### src/tpwm_consts.vh
// Register map, field positions, reset values and codes of the two-channel PWM timer
`ifndef TPWM_CONSTS_VH
`define TPWM_CONSTS_VH

// APB byte addresses, one aligned word per register
`define TPWM_ADDR_STATUS_CONTROL 8'h00
`define TPWM_ADDR_COUNTER        8'h04
`define TPWM_ADDR_MODULO         8'h08
`define TPWM_ADDR_CH0_CONTROL    8'h0C
`define TPWM_ADDR_CH0_VALUE      8'h10
`define TPWM_ADDR_CH1_CONTROL    8'h14
`define TPWM_ADDR_CH1_VALUE      8'h18

// Status/control register fields
`define TPWM_SC_OVF_FLAG   7
`define TPWM_SC_OVF_IE     6
`define TPWM_SC_HALT       5
`define TPWM_SC_CLEAR      4
`define TPWM_SC_DIV_HI     2
`define TPWM_SC_DIV_LO     0

// Channel control register fields
`define TPWM_CH_FLAG       7
`define TPWM_CH_IE         6
`define TPWM_CH_LINK       5
`define TPWM_CH_MODE       4
`define TPWM_CH_ELS_HIGH   3
`define TPWM_CH_ELS_LOW    2
`define TPWM_CH_TOGGLE     1
`define TPWM_CH_MAX        0

// Reset values
`define TPWM_RST_HALT      1'b1
`define TPWM_RST_DIV       3'h0
`define TPWM_RST_MODULO    16'hFFFF
`define TPWM_RST_VALUE     16'h0000
`define TPWM_RST_CTRL      7'h00

// Prescaler code that delivers no counter clock
`define TPWM_DIV_NONE      3'h7

// Edge/level codes
`define TPWM_ELS_OFF       2'h0
`define TPWM_ELS_TOGGLE    2'h1
`define TPWM_ELS_CLEAR     2'h2
`define TPWM_ELS_SET       2'h3

`endif

### src/tpwm_channel.v
// One timer channel: capture/compare/PWM pin logic and its two-step cleared flag
`include "tpwm_consts.vh"

module tpwm_channel #(
  parameter WIDTH = 16
) (
  input  wire             sysClk,
  input  wire             rstN,
  input  wire             tick,          // Counter clock enable
  input  wire             overflowEvt,   // Counter wrap, same cycle as tick
  input  wire [WIDTH-1:0] counter,       // Current counter value
  input  wire [WIDTH-1:0] compareValue,  // Active compare value
  input  wire             enable,        // Channel owns its pin
  input  wire             compareMode,   // Output compare or PWM selected
  input  wire [1:0]       edgeLevelSel,  // Edge or level select pair
  input  wire             toggleEn,      // Toggle on overflow
  input  wire             fullDutyEn,    // Constant full duty
  input  wire             pinSync,       // Synchronised pin level
  input  wire             captureAllow,  // Counter running, no break
  input  wire             flagReadArm,   // Control register read
  input  wire             flagWriteZero, // Control register write with flag bit 0
  input  wire             flagProtect,   // Status bits frozen
  output reg              flag,          // Capture or compare seen
  output reg              pinOut,        // Pin output level
  output wire             pinOe,         // Pin driven by the timer
  output wire             captureStrobe  // Take the counter into the value
);

  reg  pinLast;   // Pin level one cycle ago
  reg  armed;     // First clear step done
  wire active;    // Channel connected to pin
  wire isCapture; // Input capture mode
  wire rise;      // Rising edge on pin
  wire fall;      // Falling edge on pin
  wire matchEvt;  // Output compare event
  wire evt;       // Any flag setting event
  wire fullLevel; // Level held at full duty

  assign active    = enable && (edgeLevelSel != `TPWM_ELS_OFF);
  assign isCapture = active && !compareMode;
  assign rise      = pinSync && !pinLast;
  assign fall      = !pinSync && pinLast;

  // Capture on selected edges, only while the counter may run
  assign captureStrobe = isCapture && captureAllow &&
                         ((edgeLevelSel[0] && rise) || (edgeLevelSel[1] && fall));
  assign matchEvt = active && compareMode && tick && (counter == compareValue);
  assign evt      = captureStrobe || matchEvt;

  // Full duty sits at the pulse level, the complement of the set-on-compare level
  assign fullLevel = (edgeLevelSel == `TPWM_ELS_SET) ? 1'b0 : 1'b1;
  assign pinOe     = active && compareMode;

  // Pin history for edge detection
  always @(posedge sysClk) begin
    if (!rstN) begin
      pinLast <= 1'b0;
    end else begin
      pinLast <= pinSync;
    end
  end

  // Output level; overflow toggle first, compare action last wins
  always @(posedge sysClk) begin
    if (!rstN) begin
      pinOut <= 1'b1;
    end else if (!active) begin
      pinOut <= ~compareMode; // Preset level while pin is freed
    end else if (compareMode) begin
      if (fullDutyEn && toggleEn) begin
        pinOut <= fullLevel;
      end else if (matchEvt) begin
        case (edgeLevelSel)
          `TPWM_ELS_TOGGLE: pinOut <= (overflowEvt && toggleEn) ? pinOut : ~pinOut;
          `TPWM_ELS_CLEAR:  pinOut <= 1'b0;
          `TPWM_ELS_SET:    pinOut <= 1'b1;
          default:          pinOut <= pinOut;
        endcase
      end else if (overflowEvt && toggleEn) begin
        pinOut <= ~pinOut; // no toggle without toggleEn
      end
    end
  end

  // Flag: event wins over clear; frozen under protected break
  always @(posedge sysClk) begin
    if (!rstN) begin
      flag  <= 1'b0;
      armed <= 1'b0;
    end else if (evt) begin
      flag  <= 1'b1;
      armed <= 1'b0; // new event spoils the pending clear
    end else if (flagWriteZero && armed && !flagProtect) begin
      flag  <= 1'b0;
      armed <= 1'b0;
    end else if (flagReadArm && flag && !flagProtect) begin
      armed <= 1'b1;
    end
  end

endmodule // tpwm_channel

### src/tpwm_timer.v
// Two-channel 16-bit PWM timer with prescaler, linked buffered PWM and APB registers
//
// Notes on behaviour
// - Link bit pairs channels for channel0 output.
// - Last written value set takes over at overflow.
// - Linked: channel0 control governs, channel1 pin freed.
// - Link outranks compare mode select.
// - Without overflow toggle, output stays at 0%.
// - Full duty plus overflow toggle gives 100%.
// - Counter at modulo sets overflow flag, interrupt.
// - Capture or compare sets channel flag, interrupt.
// - Overflow flag cleared by read then zero-write.
// - Wait state: counting continues, registers blocked.
// - Break halts counter and blocks captures.
// - Break clear enable decides status bit changes.
// - Halt bit stops counter, set by reset.
// - Captures inhibited while halted.
// - Clear bit zeroes counter and prescaler, reads 0.
// - Halt plus clear leaves counter at zero.
// - Divide select picks bus clock divided 1..64.
// - Each pin capture or compare; channel0 buffered.
// - At modulo, overflow and restart from zero.
// - Edge codes toggle, clear, set; 00 frees pin.
// - Channel flag cleared by read then zero-write.
`include "tpwm_consts.vh"

module tpwm_timer #(
  parameter WIDTH = 16
) (
  input  wire        sys_clk,
  input  wire        rst_n,
  input  wire        psel,
  input  wire        penable,
  input  wire        pwrite,
  input  wire [7:0]  paddr,
  input  wire [31:0] pwdata,
  output wire        pready,
  output reg  [31:0] prdata,
  output reg         pslverr,
  input  wire        waitMode,         // Processor in low-power wait
  input  wire        breakState,       // Processor in break
  input  wire        breakClearEnable, // Status bits may change in break
  input  wire        channel0PinIn,    // Channel 0 pin level
  input  wire        channel1PinIn,    // Channel 1 pin level
  output wire        channel0PinOut,   // Channel 0 drive level
  output wire        channel0PinOe,    // Channel 0 driven by timer
  output wire        channel1PinOut,   // Channel 1 drive level
  output wire        channel1PinOe,    // Channel 1 driven by timer
  output wire        timerIrq          // Interrupt and wake request
);

  // Status/control state
  reg              overflowFlag;     // Counter reached modulo
  reg              overflowArmed;    // First step of flag clear done
  reg              overflowIrqEn;    // Overflow interrupt enable
  reg              counterHalt;      // Counter stopped
  reg  [2:0]       clockDivideSel;   // Prescaler select

  // Counter and prescaler
  reg  [WIDTH-1:0] counter;          // Main counter
  reg  [WIDTH-1:0] modulo;           // Period end value
  reg  [5:0]       prescaler;        // Free divider for counter clock
  reg  [6:0]       divMask;          // Low prescaler bits that must be all ones

  // Channel registers
  reg  [6:0]       ch0Ctrl;          // Channel 0 control bits 6..0
  reg  [6:0]       ch1Ctrl;          // Channel 1 control bits 6..0
  reg  [WIDTH-1:0] ch0Value;         // Channel 0 compare/capture value
  reg  [WIDTH-1:0] ch1Value;         // Channel 1 compare/capture value
  reg              activeSet;        // Linked: which value set drives the pin
  reg              lastWritten;      // Linked: value set written most recently

  // Pin synchronisers
  reg  [1:0]       ch0Sync;          // Two stages, bit 1 is read
  reg  [1:0]       ch1Sync;          // Two stages, bit 1 is read

  // Bus decode
  wire             setupPhase;       // APB setup cycle
  wire             accessDone;       // APB access completes without error this edge
  wire             writeDone;        // Accepted write
  wire             readDone;         // Accepted read
  wire             addrMapped;       // Address names a register
  wire             flagProtect;      // Break without clear permission

  // Counting
  wire             runEn;            // Counter may run
  wire             tick;             // Counter clock enable
  wire             atModulo;         // Counter equals modulo
  wire             overflowEvt;      // Wrap on a tick
  wire             clearReq;         // Counter clear written

  // Channel wiring
  wire             linkOn;           // Channels paired
  wire [WIDTH-1:0] ch0Compare;       // Value set driving channel 0
  wire             ch0Flag;          // Channel 0 flag
  wire             ch1Flag;          // Channel 1 flag
  wire             ch0Capture;       // Channel 0 capture strobe
  wire             ch1Capture;       // Channel 1 capture strobe
  wire             ch0ReadArm;       // Channel 0 control read done
  wire             ch1ReadArm;       // Channel 1 control read done
  wire             ch0WriteZero;     // Channel 0 control write with flag 0
  wire             ch1WriteZero;     // Channel 1 control write with flag 0

  // Zero-wait slave: every access phase completes at once
  assign pready     = psel && penable;
  assign setupPhase = psel && !penable;
  assign accessDone = psel && penable && !pslverr;
  assign writeDone  = accessDone && pwrite;
  assign readDone   = accessDone && !pwrite;

  // Mapped register addresses
  assign addrMapped = (paddr == `TPWM_ADDR_STATUS_CONTROL) || (paddr == `TPWM_ADDR_COUNTER) ||
                      (paddr == `TPWM_ADDR_MODULO)         || (paddr == `TPWM_ADDR_CH0_CONTROL) ||
                      (paddr == `TPWM_ADDR_CH0_VALUE)      || (paddr == `TPWM_ADDR_CH1_CONTROL) ||
                      (paddr == `TPWM_ADDR_CH1_VALUE);

  // Status bits frozen in break unless clearing is allowed
  assign flagProtect = breakState && !breakClearEnable;

  // Mask of prescaler bits per divide code
  always @* begin
    case (clockDivideSel)
      3'h0:    divMask = 7'h00;
      3'h1:    divMask = 7'h01;
      3'h2:    divMask = 7'h03;
      3'h3:    divMask = 7'h07;
      3'h4:    divMask = 7'h0F;
      3'h5:    divMask = 7'h1F;
      3'h6:    divMask = 7'h3F;
      default: divMask = 7'h7F; // never reached by a 6-bit prescaler
    endcase
  end

  // Counter runs in wait state too; only halt, break and divide code 7 stop it
  assign runEn       = !counterHalt && !breakState;
  assign tick        = runEn && (clockDivideSel != `TPWM_DIV_NONE) &&
                       (({1'b0, prescaler} & divMask) == divMask);
  assign atModulo    = (counter == modulo);
  assign overflowEvt = tick && atModulo;
  assign clearReq    = writeDone && (paddr == `TPWM_ADDR_STATUS_CONTROL) && pwdata[`TPWM_SC_CLEAR];

  // Prescaler: cleared by the clear bit, frozen while halted or in break
  always @(posedge sys_clk) begin
    if (!rst_n) begin
      prescaler <= 6'h00;
    end else if (clearReq) begin
      prescaler <= 6'h00;
    end else if (runEn) begin
      prescaler <= prescaler + 6'h01;
    end
  end

  // Main counter; a clear write wins over a tick in the same cycle
  always @(posedge sys_clk) begin
    if (!rst_n) begin
      counter <= {WIDTH{1'b0}};
    end else if (clearReq) begin
      counter <= {WIDTH{1'b0}};
    end else if (overflowEvt) begin
      counter <= {WIDTH{1'b0}};
    end else if (tick) begin
      counter <= counter + {{(WIDTH-1){1'b0}}, 1'b1};
    end
  end

  // Status/control register; clear bit is write-only, never stored
  always @(posedge sys_clk) begin
    if (!rst_n) begin
      overflowIrqEn  <= 1'b0;
      counterHalt    <= `TPWM_RST_HALT;
      clockDivideSel <= `TPWM_RST_DIV;
    end else if (writeDone && (paddr == `TPWM_ADDR_STATUS_CONTROL)) begin
      overflowIrqEn  <= pwdata[`TPWM_SC_OVF_IE];
      counterHalt    <= pwdata[`TPWM_SC_HALT];
      clockDivideSel <= pwdata[`TPWM_SC_DIV_HI:`TPWM_SC_DIV_LO];
    end
  end

  // Overflow flag: set beats clear, two-step clear, frozen under protect
  always @(posedge sys_clk) begin
    if (!rst_n) begin
      overflowFlag  <= 1'b0;
      overflowArmed <= 1'b0;
    end else if (overflowEvt) begin
      overflowFlag  <= 1'b1;
      overflowArmed <= 1'b0;
    end else if (writeDone && (paddr == `TPWM_ADDR_STATUS_CONTROL) && !pwdata[`TPWM_SC_OVF_FLAG] &&
                 overflowArmed && !flagProtect) begin
      overflowFlag  <= 1'b0;
      overflowArmed <= 1'b0;
    end else if (readDone && (paddr == `TPWM_ADDR_STATUS_CONTROL) && overflowFlag && !flagProtect) begin
      overflowArmed <= 1'b1;
    end
  end

  // Modulo register
  always @(posedge sys_clk) begin
    if (!rst_n) begin
      modulo <= `TPWM_RST_MODULO;
    end else if (writeDone && (paddr == `TPWM_ADDR_MODULO)) begin
      modulo <= pwdata[WIDTH-1:0];
    end
  end

  // Channel control registers; flag bit lives in the channel module
  always @(posedge sys_clk) begin
    if (!rst_n) begin
      ch0Ctrl <= `TPWM_RST_CTRL;
      ch1Ctrl <= `TPWM_RST_CTRL;
    end else if (writeDone) begin
      if (paddr == `TPWM_ADDR_CH0_CONTROL) begin
        ch0Ctrl <= pwdata[6:0];
      end
      if (paddr == `TPWM_ADDR_CH1_CONTROL) begin
        ch1Ctrl <= {pwdata[`TPWM_CH_IE], 1'b0, pwdata[4:0]}; // Link bit exists only on channel 0
      end
    end
  end

  // Value registers: software writes, captures load the counter
  always @(posedge sys_clk) begin
    if (!rst_n) begin
      ch0Value <= `TPWM_RST_VALUE;
      ch1Value <= `TPWM_RST_VALUE;
    end else begin
      if (ch0Capture) begin
        ch0Value <= counter;
      end else if (writeDone && (paddr == `TPWM_ADDR_CH0_VALUE)) begin
        ch0Value <= pwdata[WIDTH-1:0];
      end
      if (ch1Capture) begin
        ch1Value <= counter;
      end else if (writeDone && (paddr == `TPWM_ADDR_CH1_VALUE)) begin
        ch1Value <= pwdata[WIDTH-1:0];
      end
    end
  end

  assign linkOn = ch0Ctrl[`TPWM_CH_LINK];

  // Linked value set hand-over: writes mark a set, overflow makes it active.
  // Writing the active set acts at once, which is unbuffered behaviour.
  always @(posedge sys_clk) begin
    if (!rst_n) begin
      activeSet   <= 1'b0;
      lastWritten <= 1'b0;
    end else if (!linkOn) begin
      activeSet   <= 1'b0; // channel 0 set first once linked
      lastWritten <= 1'b0;
    end else begin
      if (writeDone && (paddr == `TPWM_ADDR_CH1_VALUE)) begin
        lastWritten <= 1'b1;
      end else if (writeDone && (paddr == `TPWM_ADDR_CH0_VALUE)) begin
        lastWritten <= 1'b0;
      end
      if (overflowEvt) begin
        activeSet <= lastWritten;
      end
    end
  end

  assign ch0Compare = (linkOn && activeSet) ? ch1Value : ch0Value;

  // Pin synchronisers, two stages each
  always @(posedge sys_clk) begin
    if (!rst_n) begin
      ch0Sync <= 2'h0;
      ch1Sync <= 2'h0;
    end else begin
      ch0Sync <= {ch0Sync[0], channel0PinIn};
      ch1Sync <= {ch1Sync[0], channel1PinIn};
    end
  end

  // Flag strobes from the bus
  assign ch0ReadArm   = readDone && (paddr == `TPWM_ADDR_CH0_CONTROL);
  assign ch1ReadArm   = readDone && (paddr == `TPWM_ADDR_CH1_CONTROL);
  assign ch0WriteZero = writeDone && (paddr == `TPWM_ADDR_CH0_CONTROL) && !pwdata[`TPWM_CH_FLAG];
  assign ch1WriteZero = writeDone && (paddr == `TPWM_ADDR_CH1_CONTROL) && !pwdata[`TPWM_CH_FLAG];

  // Channel 0: link forces compare mode over the mode bit
  tpwm_channel #(
    .WIDTH (WIDTH)
  ) uChannel0 (
    .sysClk        (sys_clk),
    .rstN          (rst_n),
    .tick          (tick),
    .overflowEvt   (overflowEvt),
    .counter       (counter),
    .compareValue  (ch0Compare),
    .enable        (1'b1),
    .compareMode   (linkOn | ch0Ctrl[`TPWM_CH_MODE]),
    .edgeLevelSel  (ch0Ctrl[`TPWM_CH_ELS_HIGH:`TPWM_CH_ELS_LOW]),
    .toggleEn      (ch0Ctrl[`TPWM_CH_TOGGLE]),
    .fullDutyEn    (ch0Ctrl[`TPWM_CH_MAX]),
    .pinSync       (ch0Sync[1]),
    .captureAllow  (runEn),
    .flagReadArm   (ch0ReadArm),
    .flagWriteZero (ch0WriteZero),
    .flagProtect   (flagProtect),
    .flag          (ch0Flag),
    .pinOut        (channel0PinOut),
    .pinOe         (channel0PinOe),
    .captureStrobe (ch0Capture)
  );

  // Channel 1: idle and pin freed while linked
  tpwm_channel #(
    .WIDTH (WIDTH)
  ) uChannel1 (
    .sysClk        (sys_clk),
    .rstN          (rst_n),
    .tick          (tick),
    .overflowEvt   (overflowEvt),
    .counter       (counter),
    .compareValue  (ch1Value),
    .enable        (!linkOn),
    .compareMode   (ch1Ctrl[`TPWM_CH_MODE]),
    .edgeLevelSel  (ch1Ctrl[`TPWM_CH_ELS_HIGH:`TPWM_CH_ELS_LOW]),
    .toggleEn      (ch1Ctrl[`TPWM_CH_TOGGLE]),
    .fullDutyEn    (ch1Ctrl[`TPWM_CH_MAX]),
    .pinSync       (ch1Sync[1]),
    .captureAllow  (runEn),
    .flagReadArm   (ch1ReadArm),
    .flagWriteZero (ch1WriteZero),
    .flagProtect   (flagProtect),
    .flag          (ch1Flag),
    .pinOut        (channel1PinOut),
    .pinOe         (channel1PinOe),
    .captureStrobe (ch1Capture)
  );

  // Interrupt request; also wakes the processor from wait
  assign timerIrq = (overflowFlag && overflowIrqEn) ||
                    (ch0Flag && ch0Ctrl[`TPWM_CH_IE]) ||
                    (ch1Flag && ch1Ctrl[`TPWM_CH_IE] && !linkOn);

  // Read data and error are registered in the setup cycle.
  // Registers are closed to the processor during wait.
  always @(posedge sys_clk) begin
    if (!rst_n) begin
      prdata  <= 32'h00000000;
      pslverr <= 1'b0;
    end else if (setupPhase) begin
      pslverr <= !addrMapped || waitMode;
      prdata  <= 32'h00000000;
      if (!waitMode) begin
        case (paddr)
          `TPWM_ADDR_STATUS_CONTROL: prdata[7:0] <= {overflowFlag, overflowIrqEn, counterHalt, 1'b0,
                                                     1'b0, clockDivideSel};
          `TPWM_ADDR_COUNTER:        prdata[WIDTH-1:0] <= counter;
          `TPWM_ADDR_MODULO:         prdata[WIDTH-1:0] <= modulo;
          `TPWM_ADDR_CH0_CONTROL:    prdata[7:0] <= {ch0Flag, ch0Ctrl};
          `TPWM_ADDR_CH0_VALUE:      prdata[WIDTH-1:0] <= ch0Value;
          `TPWM_ADDR_CH1_CONTROL:    prdata[7:0] <= {ch1Flag, ch1Ctrl};
          `TPWM_ADDR_CH1_VALUE:      prdata[WIDTH-1:0] <= ch1Value;
          default:                   prdata <= 32'h00000000;
        endcase
      end
    end else if (!psel) begin
      pslverr <= 1'b0;
    end
  end

endmodule // tpwm_timer

### config.mk
export PLATFORM = sky130hd
export DESIGN_NAME = tpwm_timer
export DESIGN_NICKNAME = d
export VERILOG_FILES = /design/src/tpwm_channel.v /design/src/tpwm_timer.v
export VERILOG_INCLUDE_DIRS = /design/src
export SDC_FILE = /design/constraint.sdc
export NUM_CORES = 1
export LEC_CHECK = 0
export BUFFER_PORTS_ARGS = -buffer_cell sky130_fd_sc_hd__buf_4
export CAP_MARGIN = 10
export CORE_MARGIN = 3
export CORE_UTILIZATION = 41
export DETAILED_ROUTE_END_ITERATION = 8
export PLACE_DENSITY = 0.64
export SLEW_MARGIN = 40
export SYNTH_ARGS = -nofsm -noshare
export SYNTH_HDL_FRONTEND = slang
export SYNTH_SLANG_ARGS = --single-unit
export TNS_END_PERCENT = 30
### constraint.sdc
create_clock -name sys_clk -period 4.95 [get_ports sys_clk]
set_input_delay 0.99 -clock sys_clk [delete_from_list [all_inputs] [get_ports sys_clk]]
set_output_delay 0.99 -clock sys_clk [all_outputs]
set_load 0.005 [all_outputs]
==> results of run 1 <==
[area by class of cell]
| type | count | share of cell area, % |
|---|---|---|
| tap | 216 | 3.44 |
| inverter | 16 | 0.765 |
| timing repair buffer | 65 | 6.21 |
| clock buffer | 21 | 5.86 |
| clock inverter | 11 | 1.86 |
| sequential | 121 | 30.8 |
| multi-input combinational | 616 | 51.0 |
[metrics by stage]
| step | util [%] | setup slack (ns) |
|---|---|---|
| 5_1_grt | 48.7 | 1.38 |
| 6_report | 48.7 | 1.65 |
| 3_5_place_dp | 45.0 | 1.20 |
| 2_1_floorplan | - | 2.02 |
| 4_1_cts | 48.7 | 1.65 |
| 3_3_place_gp | 45.0 | 1.24 |
[per-layer routing]
metal  up-vias  track usage (%)
li1       2890                -
met1      2807             30.2
met2       253             34.5
met3        32             4.83
met4         0             7.00
met5         -                0
[worst max-delay path: cells and delay by family]
family                 cells  cell delay [ns]
AO/OA/AOI/OAI              1             0.26
buffers and inverters      1             0.11
AND/OR/NAND/NOR            6             2.19
[worst paths after layout]
check / startpoint / endpoint / slack [ns] / depth (start not counted)
setup / recovery: paddr[0] / counter[4] / 1.65 / 8
hold / removal: ch0Sync[0] / ch0Sync[1] / 0.43 / 1
setup reg to reg: counter[0] / uChannel0.pinOut / 1.94 / 8
hold reg to reg: ch0Sync[0] / ch0Sync[1] / 0.43 / 1
[cells in the mapped netlist (21+ instances only)]
| master | count |
|---|---|
| dfxtp_1 | 121 |
| nand3_1 | 33 |
| o21ai_0 | 24 |
| nor2b_1 | 28 |
| mux2i_1 | 41 |
| xnor2_1 | 38 |
| o211a_1 | 32 |
| a22oi_1 | 32 |
| nor2_1 | 30 |
| buf_4 | 21 |
| clkbuf_1 | 37 |
| nand2_1 | 153 |
[state kept, by name (all words and copies together), names as in the netlist, 2 cells and up]
register,cells
ch0Sync,2
ch0Ctrl,7
ch1Ctrl,6
clockDivideSel,3
ch0Value,16
prdata,16
ch1Value,16
modulo,16
prescaler,6
ch1Sync,2
counter,16
[power groups by stage]
stage | clock, W | sequential (W) | combinational (W)
6_report | 0.00126 | 0.000979 | 0.0000837
5_1_grt | 0.00133 | 0.000978 | 0.0000915
3_3_place_gp | 0 | 0.000999 | 0.0000831
4_1_cts | 0.00128 | 0.000978 | 0.0000837
3_5_place_dp | 0 | 0.000999 | 0.0000830
2_1_floorplan | 0 | 0.000999 | 0.0000517
[logic make-up after synthesis]
family / share of synthesized area [%]
and+or+nand+nor: 23.6
AOI/OAI and AO/OA: 19.4
DFF: 35.3
buffers and inverters: 7.27
xor gates and xnor gates: 6.50
muxes: 7.61
adders and majority gates: 0.364
other: 0.0546
==> reports/qor.log, run 1 <==
qor: timing.hold_viol 0
qor: routing.drt_iter0_drc 728
qor: timing.worst_pin_slew 0.807 ns
qor: timing.timing.hold.ws 0.431 ns
qor: power_and_ir_drop.netSwitchingPower 0.000501 W
qor: power_and_ir_drop.static-leakage-power 3.31 nW
qor: synthesis.synth-edff-count 0
qor: placed_design.gp_routability_congestion 0.923
qor: synthesis.synth_largest_type_area_fraction 35.3%
qor: routing.routedLengthMet1 8830 um
qor: timing.finalCriticalPeriod 3.30 ns
qor: die.design.die.area 18300 sq um
qor: final_layout.share_of_post_route_cells_with_drive_strength_above_1 14.2%
qor: worst_setup_path.critical_path_class input port to register
qor: placed_design.place.detailed.hpwl 13900 um
qor: die.number_of_core_rows 46
qor: power_and_ir_drop.power_frac_comb 3.6%
qor: timing.post-route-period-util 66.6%
qor: die.core-area 16100 sq um
qor: final_layout.seq_area 2420 sq um
qor: worst_setup_path.max_stage_delay 0.64 ns
qor: synthesis.ranking_of_synthesized_cells_by_area dfxtp_1, nand2_1, mux2i_1
qor: final_layout.fin_area 7850 sq um
qor: worst_setup_path.cp_data_required_time 5.22 ns
qor: routing.post-route-drc-count 0
qor: synthesis.postSynthCellCount 819
qor: power_and_ir_drop.power_per_cell_area 296 nW/um^2
qor: worst_setup_path.cp-start-kind input port
qor: synthesis.yosys_register_bits 121
qor: clocking.cts-buffers-inserted 17
qor: power_and_ir_drop.design_power_total 0.00233 W
qor: timing.fin_worst_skew 0.00928 ns
qor: power_and_ir_drop.switching_share 21.5%
qor: final_layout.multi_input_comb_area 4010 sq um
qor: die.chipHeight 135 um
qor: synthesis.synthesis.area 6870 sq um
qor: routing.detailedRoute.firstPassIterationCount 5
qor: worst_setup_path.worst-endpoint-arrival 3.57 ns
qor: final_layout.mostFrequentLayoutCell nand2_1
qor: routing.top_layer_used met4
qor: final_layout.final_nets 889
qor: global_routing.grt_pass1_vias 5619
qor: power_and_ir_drop.cellInternalPower 0.00183 W
qor: global_routing.grt_usage 22.0%
qor: power_and_ir_drop.vdd.ir_drop.worst 0.189 mV
qor: global_routing.overflow 0
qor: clocking.cts_post_setup_buffers_inserted 0
qor: global_routing.maximum_number_of_pins_on_one_net_before_global_route_repair 54
qor: synthesis.asyncSetResetFlopFracSynth 0%
qor: synthesis.avgSynthCellArea 8.39 sq um
qor: clocking.clock_sink_count 121
qor: clocking.root_buffer clkbuf_16
qor: synthesis.number_of_warnings_printed_during_yosys_synthesis 0
qor: synthesis.synthDistinctLibCells 67
qor: final_layout.antenna-diode-count 0
qor: timing.rsz_0062_raised_after_global_routing false
qor: global_routing.grt_pass1_wl 31400 um
qor: timing.report.final.slew_viol_count 0
qor: die.start_util 42.6%
qor: clocking.ctsHtreeMaxLevel 4
qor: routing.met3_length 1530 um
qor: routing.antenna_left 0
qor: clocking.cts_tree built
qor: routing.wl 19900 um
qor: routing.via_per_inst 5.61
qor: worst_setup_path.highest_delay_cell_along_the_critical_path nand2b_1
qor: synthesis.synth_ff_type dfxtp_1
qor: synthesis.synth_seq_area_share 35.3%
qor: global_routing.grt_antenna_before_repair 0
qor: die.io-pin-count 89
qor: timing.setup-violations-final 0
qor: final_layout.nFillCells 1578
qor: worst_setup_path.critical_path.endpoint_type register
qor: placed_design.placed_area 7250 sq um
qor: worst_setup_path.worstPathCellList buf_4 -> or4_4 -> nor3_2 -> nor3b_4 -> nand2_4 -> o21ai_4 -> nand2b_1 -> nor2_1
qor: clocking.cts_buffer_depth 2
qor: final_layout.mostFrequentLayoutCells nand2_1, dfxtp_1, buf_4
qor: routing.routed_wire_length_on_met2 9070 um
qor: hold_path.hp-class register to register
qor: timing.slew_headroom 46.1%
qor: timing.setup_tns 0 ns
qor: placed_design.buffer_ports.inserted 56
qor: routing.detail_route.wl_per_cell 18.6 um
qor: final_layout.fin_cells 1066
qor: job.drv.max_cap_violation_count 0
qor: clocking.holdBufCountCts 0
qor: power_and_ir_drop.power.share.sequential 42.1%
qor: outcome.status complete, no violations
qor: worst_setup_path.critPathMaxFanout 16
qor: clocking.path_clk_slew 0.05 ns
qor: die.die_width 135 um
qor: final_layout.flow.area_growth_from_synthesis 14.3%
qor: clocking.cts_repair_resize_count 0
qor: placed_design.placed_cell_count 1034
qor: power_and_ir_drop.clockPowerShare 54.3%
qor: synthesis.yosys.area.top_type dfxtp_1
qor: timing.clock.fmax 303 MHz
qor: routing.via_count 5982
qor: clocking.clock_latency_late_sink 0.42 ns
(Power assumes the default switching activity.)
==> run 2: changes to the inputs <==
==> constraint.sdc (replaced) <==
create_clock -name sys_clk -period 3.3 [get_ports sys_clk]
set_input_delay 0.66 -clock sys_clk [delete_from_list [all_inputs] [get_ports sys_clk]]
set_output_delay 0.66 -clock sys_clk [all_outputs]
set_load 0.005 [all_outputs]
==> run 2 against run 1 <==
Against the previous run:
- clock power up 43%
- register-to-register slack worse by 1.4 ns
- critical path depth rose by 1
- combinational power up 53%
- setup slack got worse by 1.1 ns
- global-route usage rose by 1.1 points
- power grew 46%
- via count increased by 3.8%
- critical path type is now register to register
==> reports/qor.log, run 2 (synthesis results as in run 1) <==
qor: outcome.status complete, no violations
qor: power_and_ir_drop.clockPowerShare 53.0%
qor: die.die_width 135 um
qor: clocking.cts-buffers-inserted 17
qor: worst_setup_path.cp_data_required_time 3.61 ns
qor: timing.post-route-period-util 83.6%
qor: timing.rsz_0062_raised_after_global_routing false
qor: worst_setup_path.critical_path_class register to register
qor: power_and_ir_drop.static-leakage-power 3.41 nW
qor: routing.detailedRoute.firstPassIterationCount 7
qor: global_routing.grt_usage 23.0%
qor: die.io-pin-count 89
qor: clocking.cts_repair_resize_count 0
qor: timing.timing.hold.ws 0.435 ns
qor: clocking.clock_sink_count 121
qor: power_and_ir_drop.power_frac_comb 3.8%
qor: routing.post-route-drc-count 0
qor: final_layout.mostFrequentLayoutCell nand2_1
qor: final_layout.final_core_utilization 49.5%
qor: hold_path.min_path_cells 1
qor: power_and_ir_drop.switching_share 21.9%
qor: worst_setup_path.cp-startpoint ch0Ctrl[5]
qor: die.number_of_core_rows 46
qor: power_and_ir_drop.netSwitchingPower 0.000742 W
qor: global_routing.grt_pass1_wl 32800 um
qor: global_routing.maximum_number_of_pins_on_one_net_before_global_route_repair 61
qor: routing.via_per_inst 5.72
qor: hold_path.hold_start ch1Sync[0]
qor: timing.clock.fmax 362 MHz
qor: power_and_ir_drop.power.share.sequential 43.3%
qor: worst_setup_path.critical_path.endpoint_type register
qor: final_layout.final_nets 911
qor: worst_setup_path.cp-start-kind register
qor: routing.drt_iter0_drc 720
qor: worst_setup_path.regToRegStartpoint ch0Ctrl[5]
qor: clocking.holdBufCountCts 0
qor: final_layout.fin_cells 1086
qor: clocking.cts_buffer_depth 2
qor: timing.report.final.slew_viol_count 0
qor: clocking.clock_latency_late_sink 0.42 ns
qor: timing.fin_worst_skew 0.00944 ns
qor: power_and_ir_drop.vdd.ir_drop.worst 0.285 mV
qor: placed_design.placed_cell_count 1056
qor: placed_design.gp_routability_congestion 0.935
qor: routing.wl 20800 um
qor: timing.setup-violations-final 0
qor: die.core-area 16100 sq um
qor: worst_setup_path.critPathMaxFanout 9
qor: die.chipHeight 135 um
qor: timing.worst_pin_slew 0.739 ns
qor: timing.slew_headroom 50.7%
qor: global_routing.overflow 0
qor: global_routing.grt_pass1_vias 5844
qor: final_layout.share_of_post_route_cells_with_drive_strength_above_1 16.1%
qor: timing.finalCriticalPeriod 2.76 ns
qor: final_layout.antenna-diode-count 0
qor: placed_design.buffer_ports.inserted 56
qor: final_layout.mostFrequentLayoutCells nand2_1, dfxtp_1, buf_4
qor: routing.via_count 6210
qor: placed_design.place.detailed.hpwl 14800 um
qor: power_and_ir_drop.cellInternalPower 0.00265 W
qor: routing.antenna_left 0
qor: hold_path.hp-class register to register
qor: clocking.cts_post_setup_buffers_inserted 0
qor: timing.setup_tns 0 ns
qor: die.start_util 42.6%
qor: die.design.die.area 18300 sq um
qor: clocking.root_buffer clkbuf_16
qor: clocking.ctsHtreeMaxLevel 4
qor: clocking.path_clk_slew 0.05 ns
qor: job.drv.max_cap_violation_count 0
qor: timing.hold_viol 0
qor: final_layout.flow.area_growth_from_synthesis 16.2%
qor: clocking.cts_tree built
qor: worst_setup_path.worst-endpoint-arrival 3.07 ns
qor: global_routing.grt_antenna_before_repair 0
qor: power_and_ir_drop.power_per_cell_area 425 nW/um^2
qor: worst_setup_path.r2r_cells 9
qor: routing.detail_route.wl_per_cell 19.1 um
-- run 2: cell types whose count changed in the layout (fill, tap and decap cells not counted) --
cell        before  now
clkinv_4         1    0
buf_12           0    1
clkbuf_1         2    3
clkinvlp_4       5    3
bufinv_16        3    2
clkinv_2         2    3
buf_4           65   86
-- run 2: through the flow --
step           cell area [sq um]  setup WS, ns  power (W)
6_report                    7990         0.540    0.00339
5_1_grt                     7990         0.369    0.00349
4_1_cts                     7990         0.571    0.00340
3_5_place_dp                7420         0.465    0.00162
3_3_place_gp                7420         0.515    0.00162
2_1_floorplan               6930         0.698    0.00158
-- run 2: power by group through the flow --
| stage | sequential [W] | combinational (W) | clock [W] |
|---|---|---|---|
| after detailed placement | 0.00150 | 0.000125 | 0 |
| final | 0.00147 | 0.000128 | 0.00180 |
| after floorplan | 0.00150 | 0.0000775 | 0 |
| after global routing | 0.00147 | 0.000138 | 0.00188 |
| after global placement | 0.00150 | 0.000126 | 0 |
| after CTS | 0.00147 | 0.000127 | 0.00181 |
-- run 2: area by class of cell --
cell class,count,area (sq um)
Sequential cell,121,2420
Fill cell,1561,8130
Inverter,16,60.1
Clock inverter,8,97.6
Tap cell,216,270
Timing Repair Buffer,87,666
Multi-Input combinational cell,616,4010
Clock buffer,22,464
-- run 2: worst paths after layout --
check / endpoint / slack, ns
setup / recovery: uChannel0.pinOut / 0.54
hold / removal: ch1Sync[1] / 0.44
setup reg to reg: uChannel0.pinOut / 0.54
hold reg to reg: ch1Sync[1] / 0.44
-- run 2: worst max-delay path, cell delays in order (launching register included) --
cell	delay (ns)
dfxtp_1	0.68
buf_4	0.29
o22a_1	0.29
nand2_1	0.08
o2bb2ai_1	0.15
nand4_1	0.16
nor4_4	0.48
mux2i_1	0.31
o21ai_0	0.10
o31a_1	0.10
-- run 2: per-layer routing --
metal | track usage, % | wire [um]
met5 | 0 | 0
met4 | 6.55 | 412
met3 | 5.27 | 1650
met2 | 36.0 | 9370
met1 | 31.9 | 9360
==> run 3: changes to the inputs <==
==> constraint.sdc (replaced) <==
create_clock -name sys_clk -period 2.74 [get_ports sys_clk]
set_input_delay 0.548 -clock sys_clk [delete_from_list [all_inputs] [get_ports sys_clk]]
set_output_delay 0.548 -clock sys_clk [all_outputs]
set_load 0.005 [all_outputs]
==> run 3 against run 2 <==
Against the previous run:
- cell count rose by 1.8%
- setup slack got worse by 0.30 ns
- via count rose by 0.97%
- register-to-register slack got worse by 0.30 ns
- design area rose by 2.6%
- flip-flop and latch count did not move
- clock skew rose by 0.00095 ns
- clock power rose by 21%
- hold slack got worse by 0.098 ns
- clock-buffer cell count did not move
- first-iteration DRC count fell by 4.0%
- largest cell class unchanged
==> reports/qor.log, run 3 (synthesis results as in run 1) <==
qor: outcome.status complete, no violations
qor: timing.post-route-period-util 91.2%
qor: power_and_ir_drop.clockPowerShare 53.0%
qor: worst_setup_path.max_stage_delay 0.45 ns
qor: final_layout.final_core_utilization 50.8%
qor: routing.antenna_left 0
qor: routing.drt_iter0_drc 691
qor: clocking.clock_latency_late_sink 0.42 ns
qor: worst_setup_path.highest_delay_cell_along_the_critical_path nor4_4
qor: timing.finalCriticalPeriod 2.50 ns
qor: hold_path.hp-class input port to register
qor: final_layout.antenna-diode-count 0
qor: global_routing.maximum_number_of_pins_on_one_net_before_global_route_repair 51
qor: die.start_util 42.6%
qor: worst_setup_path.cp.buffers_inverters 0
qor: clocking.ctsHtreeMaxLevel 4
qor: final_layout.share_of_post_route_cells_with_drive_strength_above_1 18.3%
qor: global_routing.grt_pass1_wl 33200 um
qor: worst_setup_path.timing.critical_path.max_delay_family simple AND/OR/NAND/NOR gates
qor: clocking.holdBufCountCts 0
qor: clocking.cts_buffer_depth 2
qor: die.core-area 16100 sq um
qor: global_routing.grt_antenna_before_repair 0
qor: global_routing.grt_usage 23.6%
qor: die.die_width 135 um
qor: job.drv.max_cap_violation_count 0
qor: worst_setup_path.critPathMaxFanout 6
qor: timing.slew_headroom 54.0%
qor: timing.clock.fmax 400 MHz
qor: final_layout.flow.area_growth_from_synthesis 19.2%
qor: global_routing.overflow 0
qor: routing.post-route-drc-count 0
qor: final_layout.nFillCells 1520
qor: die.io-pin-count 89
qor: timing.setup_tns 0 ns
qor: placed_design.gp_routability_congestion 0.928
qor: worst_setup_path.cp-start-kind register
qor: die.number_of_core_rows 46
qor: timing.report.final.slew_viol_count 0
qor: clocking.cts-buffers-inserted 17
qor: timing.postLayoutSetupSlackWorst 0.242 ns
qor: clocking.cts_post_setup_buffers_inserted 0
qor: placed_design.place_ws 0.0934 ns
qor: timing.setup-violations-final 0
qor: power_and_ir_drop.static-leakage-power 3.54 nW
qor: clocking.root_buffer clkbuf_16
qor: worst_setup_path.cp_data_required_time 3.05 ns
qor: global_routing.grt_pass1_vias 5775
qor: clocking.path_clk_slew 0.05 ns
qor: worst_setup_path.critical_path_class register to register
qor: global_routing.grt_use_met2 35.8%
qor: timing.hold_viol 0
qor: global_routing.peak_usage_layer_in_the_global_routing_report met2
qor: worst_setup_path.worst-endpoint-arrival 2.81 ns
qor: routing.detail_route.wl_per_cell 19.2 um
qor: worst_setup_path.worstPathCellList nand2b_1 -> a221o_1 -> o21ai_1 -> nand3_1 -> nor4_4 -> mux2i_1 -> o21ai_0 -> o31a_1
qor: power_and_ir_drop.netSwitchingPower 0.000884 W
qor: global_routing.grt.met3_usage 5.57%
qor: routing.via_per_inst 5.67
qor: timing.worst_pin_slew 0.686 ns
qor: power_and_ir_drop.power.share.sequential 43.0%
qor: final_layout.final_nets 930
qor: timing.rsz_0062_raised_after_global_routing false
qor: routing.wl 21300 um
qor: die.chipHeight 135 um
qor: global_routing.groute.layer.met1.usage 33.2%
qor: power_and_ir_drop.cellInternalPower 0.00322 W
qor: power_and_ir_drop.switching_share 21.5%
qor: placed_design.buffer_ports.inserted 56
qor: timing.fin_worst_skew 0.0104 ns
qor: clocking.cts_tree built
qor: final_layout.mostFrequentLayoutCells nand2_1, dfxtp_1, buf_4
qor: power_and_ir_drop.vdd.ir_drop.worst 0.399 mV
qor: power_and_ir_drop.power_per_cell_area 502 nW/um^2
qor: power_and_ir_drop.power_frac_comb 3.9%
qor: worst_setup_path.critical_path.endpoint_type register
qor: placed_design.place.detailed.hpwl 15200 um
qor: clocking.clock_sink_count 121
qor: die.design.die.area 18300 sq um
qor: routing.via_count 6270
qor: routing.detailedRoute.firstPassIterationCount 6
qor: final_layout.mostFrequentLayoutCell nand2_1
## run 3: cell type report
cell class / instances / area (sq um) / share of cell area (%)
Multi-Input combinational cell: 616 / 4010 / 48.9
Sequential cell: 121 / 2420 / 29.6
Timing Repair Buffer: 106 / 858 / 10.5
Clock buffer: 22 / 474 / 5.79
Tap cell: 216 / 270 / 3.30
Clock inverter: 9 / 97.6 / 1.19
Inverter: 16 / 60.1 / 0.733
## run 3: power by group through the flow
stage	Clock [W]	Sequential, W	Combinational [W]
3_5_place_dp	0	0.00181	0.000159
6_report	0.00218	0.00177	0.000162
4_1_cts	0.00221	0.00177	0.000160
2_1_floorplan	0	0.00180	0.0000934
3_3_place_gp	0	0.00181	0.000159
5_1_grt	0.00228	0.00177	0.000174
## run 3: final timing paths
| path | startpoint | to | slack (ns) | depth (start not counted) |
|---|---|---|---|---|
| setup / recovery | clockDivideSel[2] | uChannel0.pinOut | 0.24 | 8 |
| hold / removal | channel0PinIn | ch0Sync[0] | 0.34 | 2 |
| setup reg to reg | clockDivideSel[2] | uChannel0.pinOut | 0.24 | 8 |
| hold reg to reg | ch0Sync[0] | ch0Sync[1] | 0.43 | 1 |
## run 3: repair_timing
item,CTS,global route
gates resized for setup,0,2
endpoints found under the setup margin,0,1
endpoints found under the hold margin,0,0
## run 3: metal layers
layer  part of all wire (%)  wire [um]
met3                    7.9       1680
met5                      0          0
met4                    2.0        430
met2                     45       9470
met1                     46       9680
## run 3: metrics by stage
step           total power [W]  area [sq um]  hold WS (ns)  cells
2_1_floorplan          0.00190          6930         0.412    834
3_3_place_gp           0.00196          7620         0.414   1075
3_5_place_dp           0.00196          7620         0.424   1075
4_1_cts                0.00414          8190         0.327   1106
5_1_grt                0.00422          8190         0.335   1106
6_report               0.00411          8190         0.337   1106
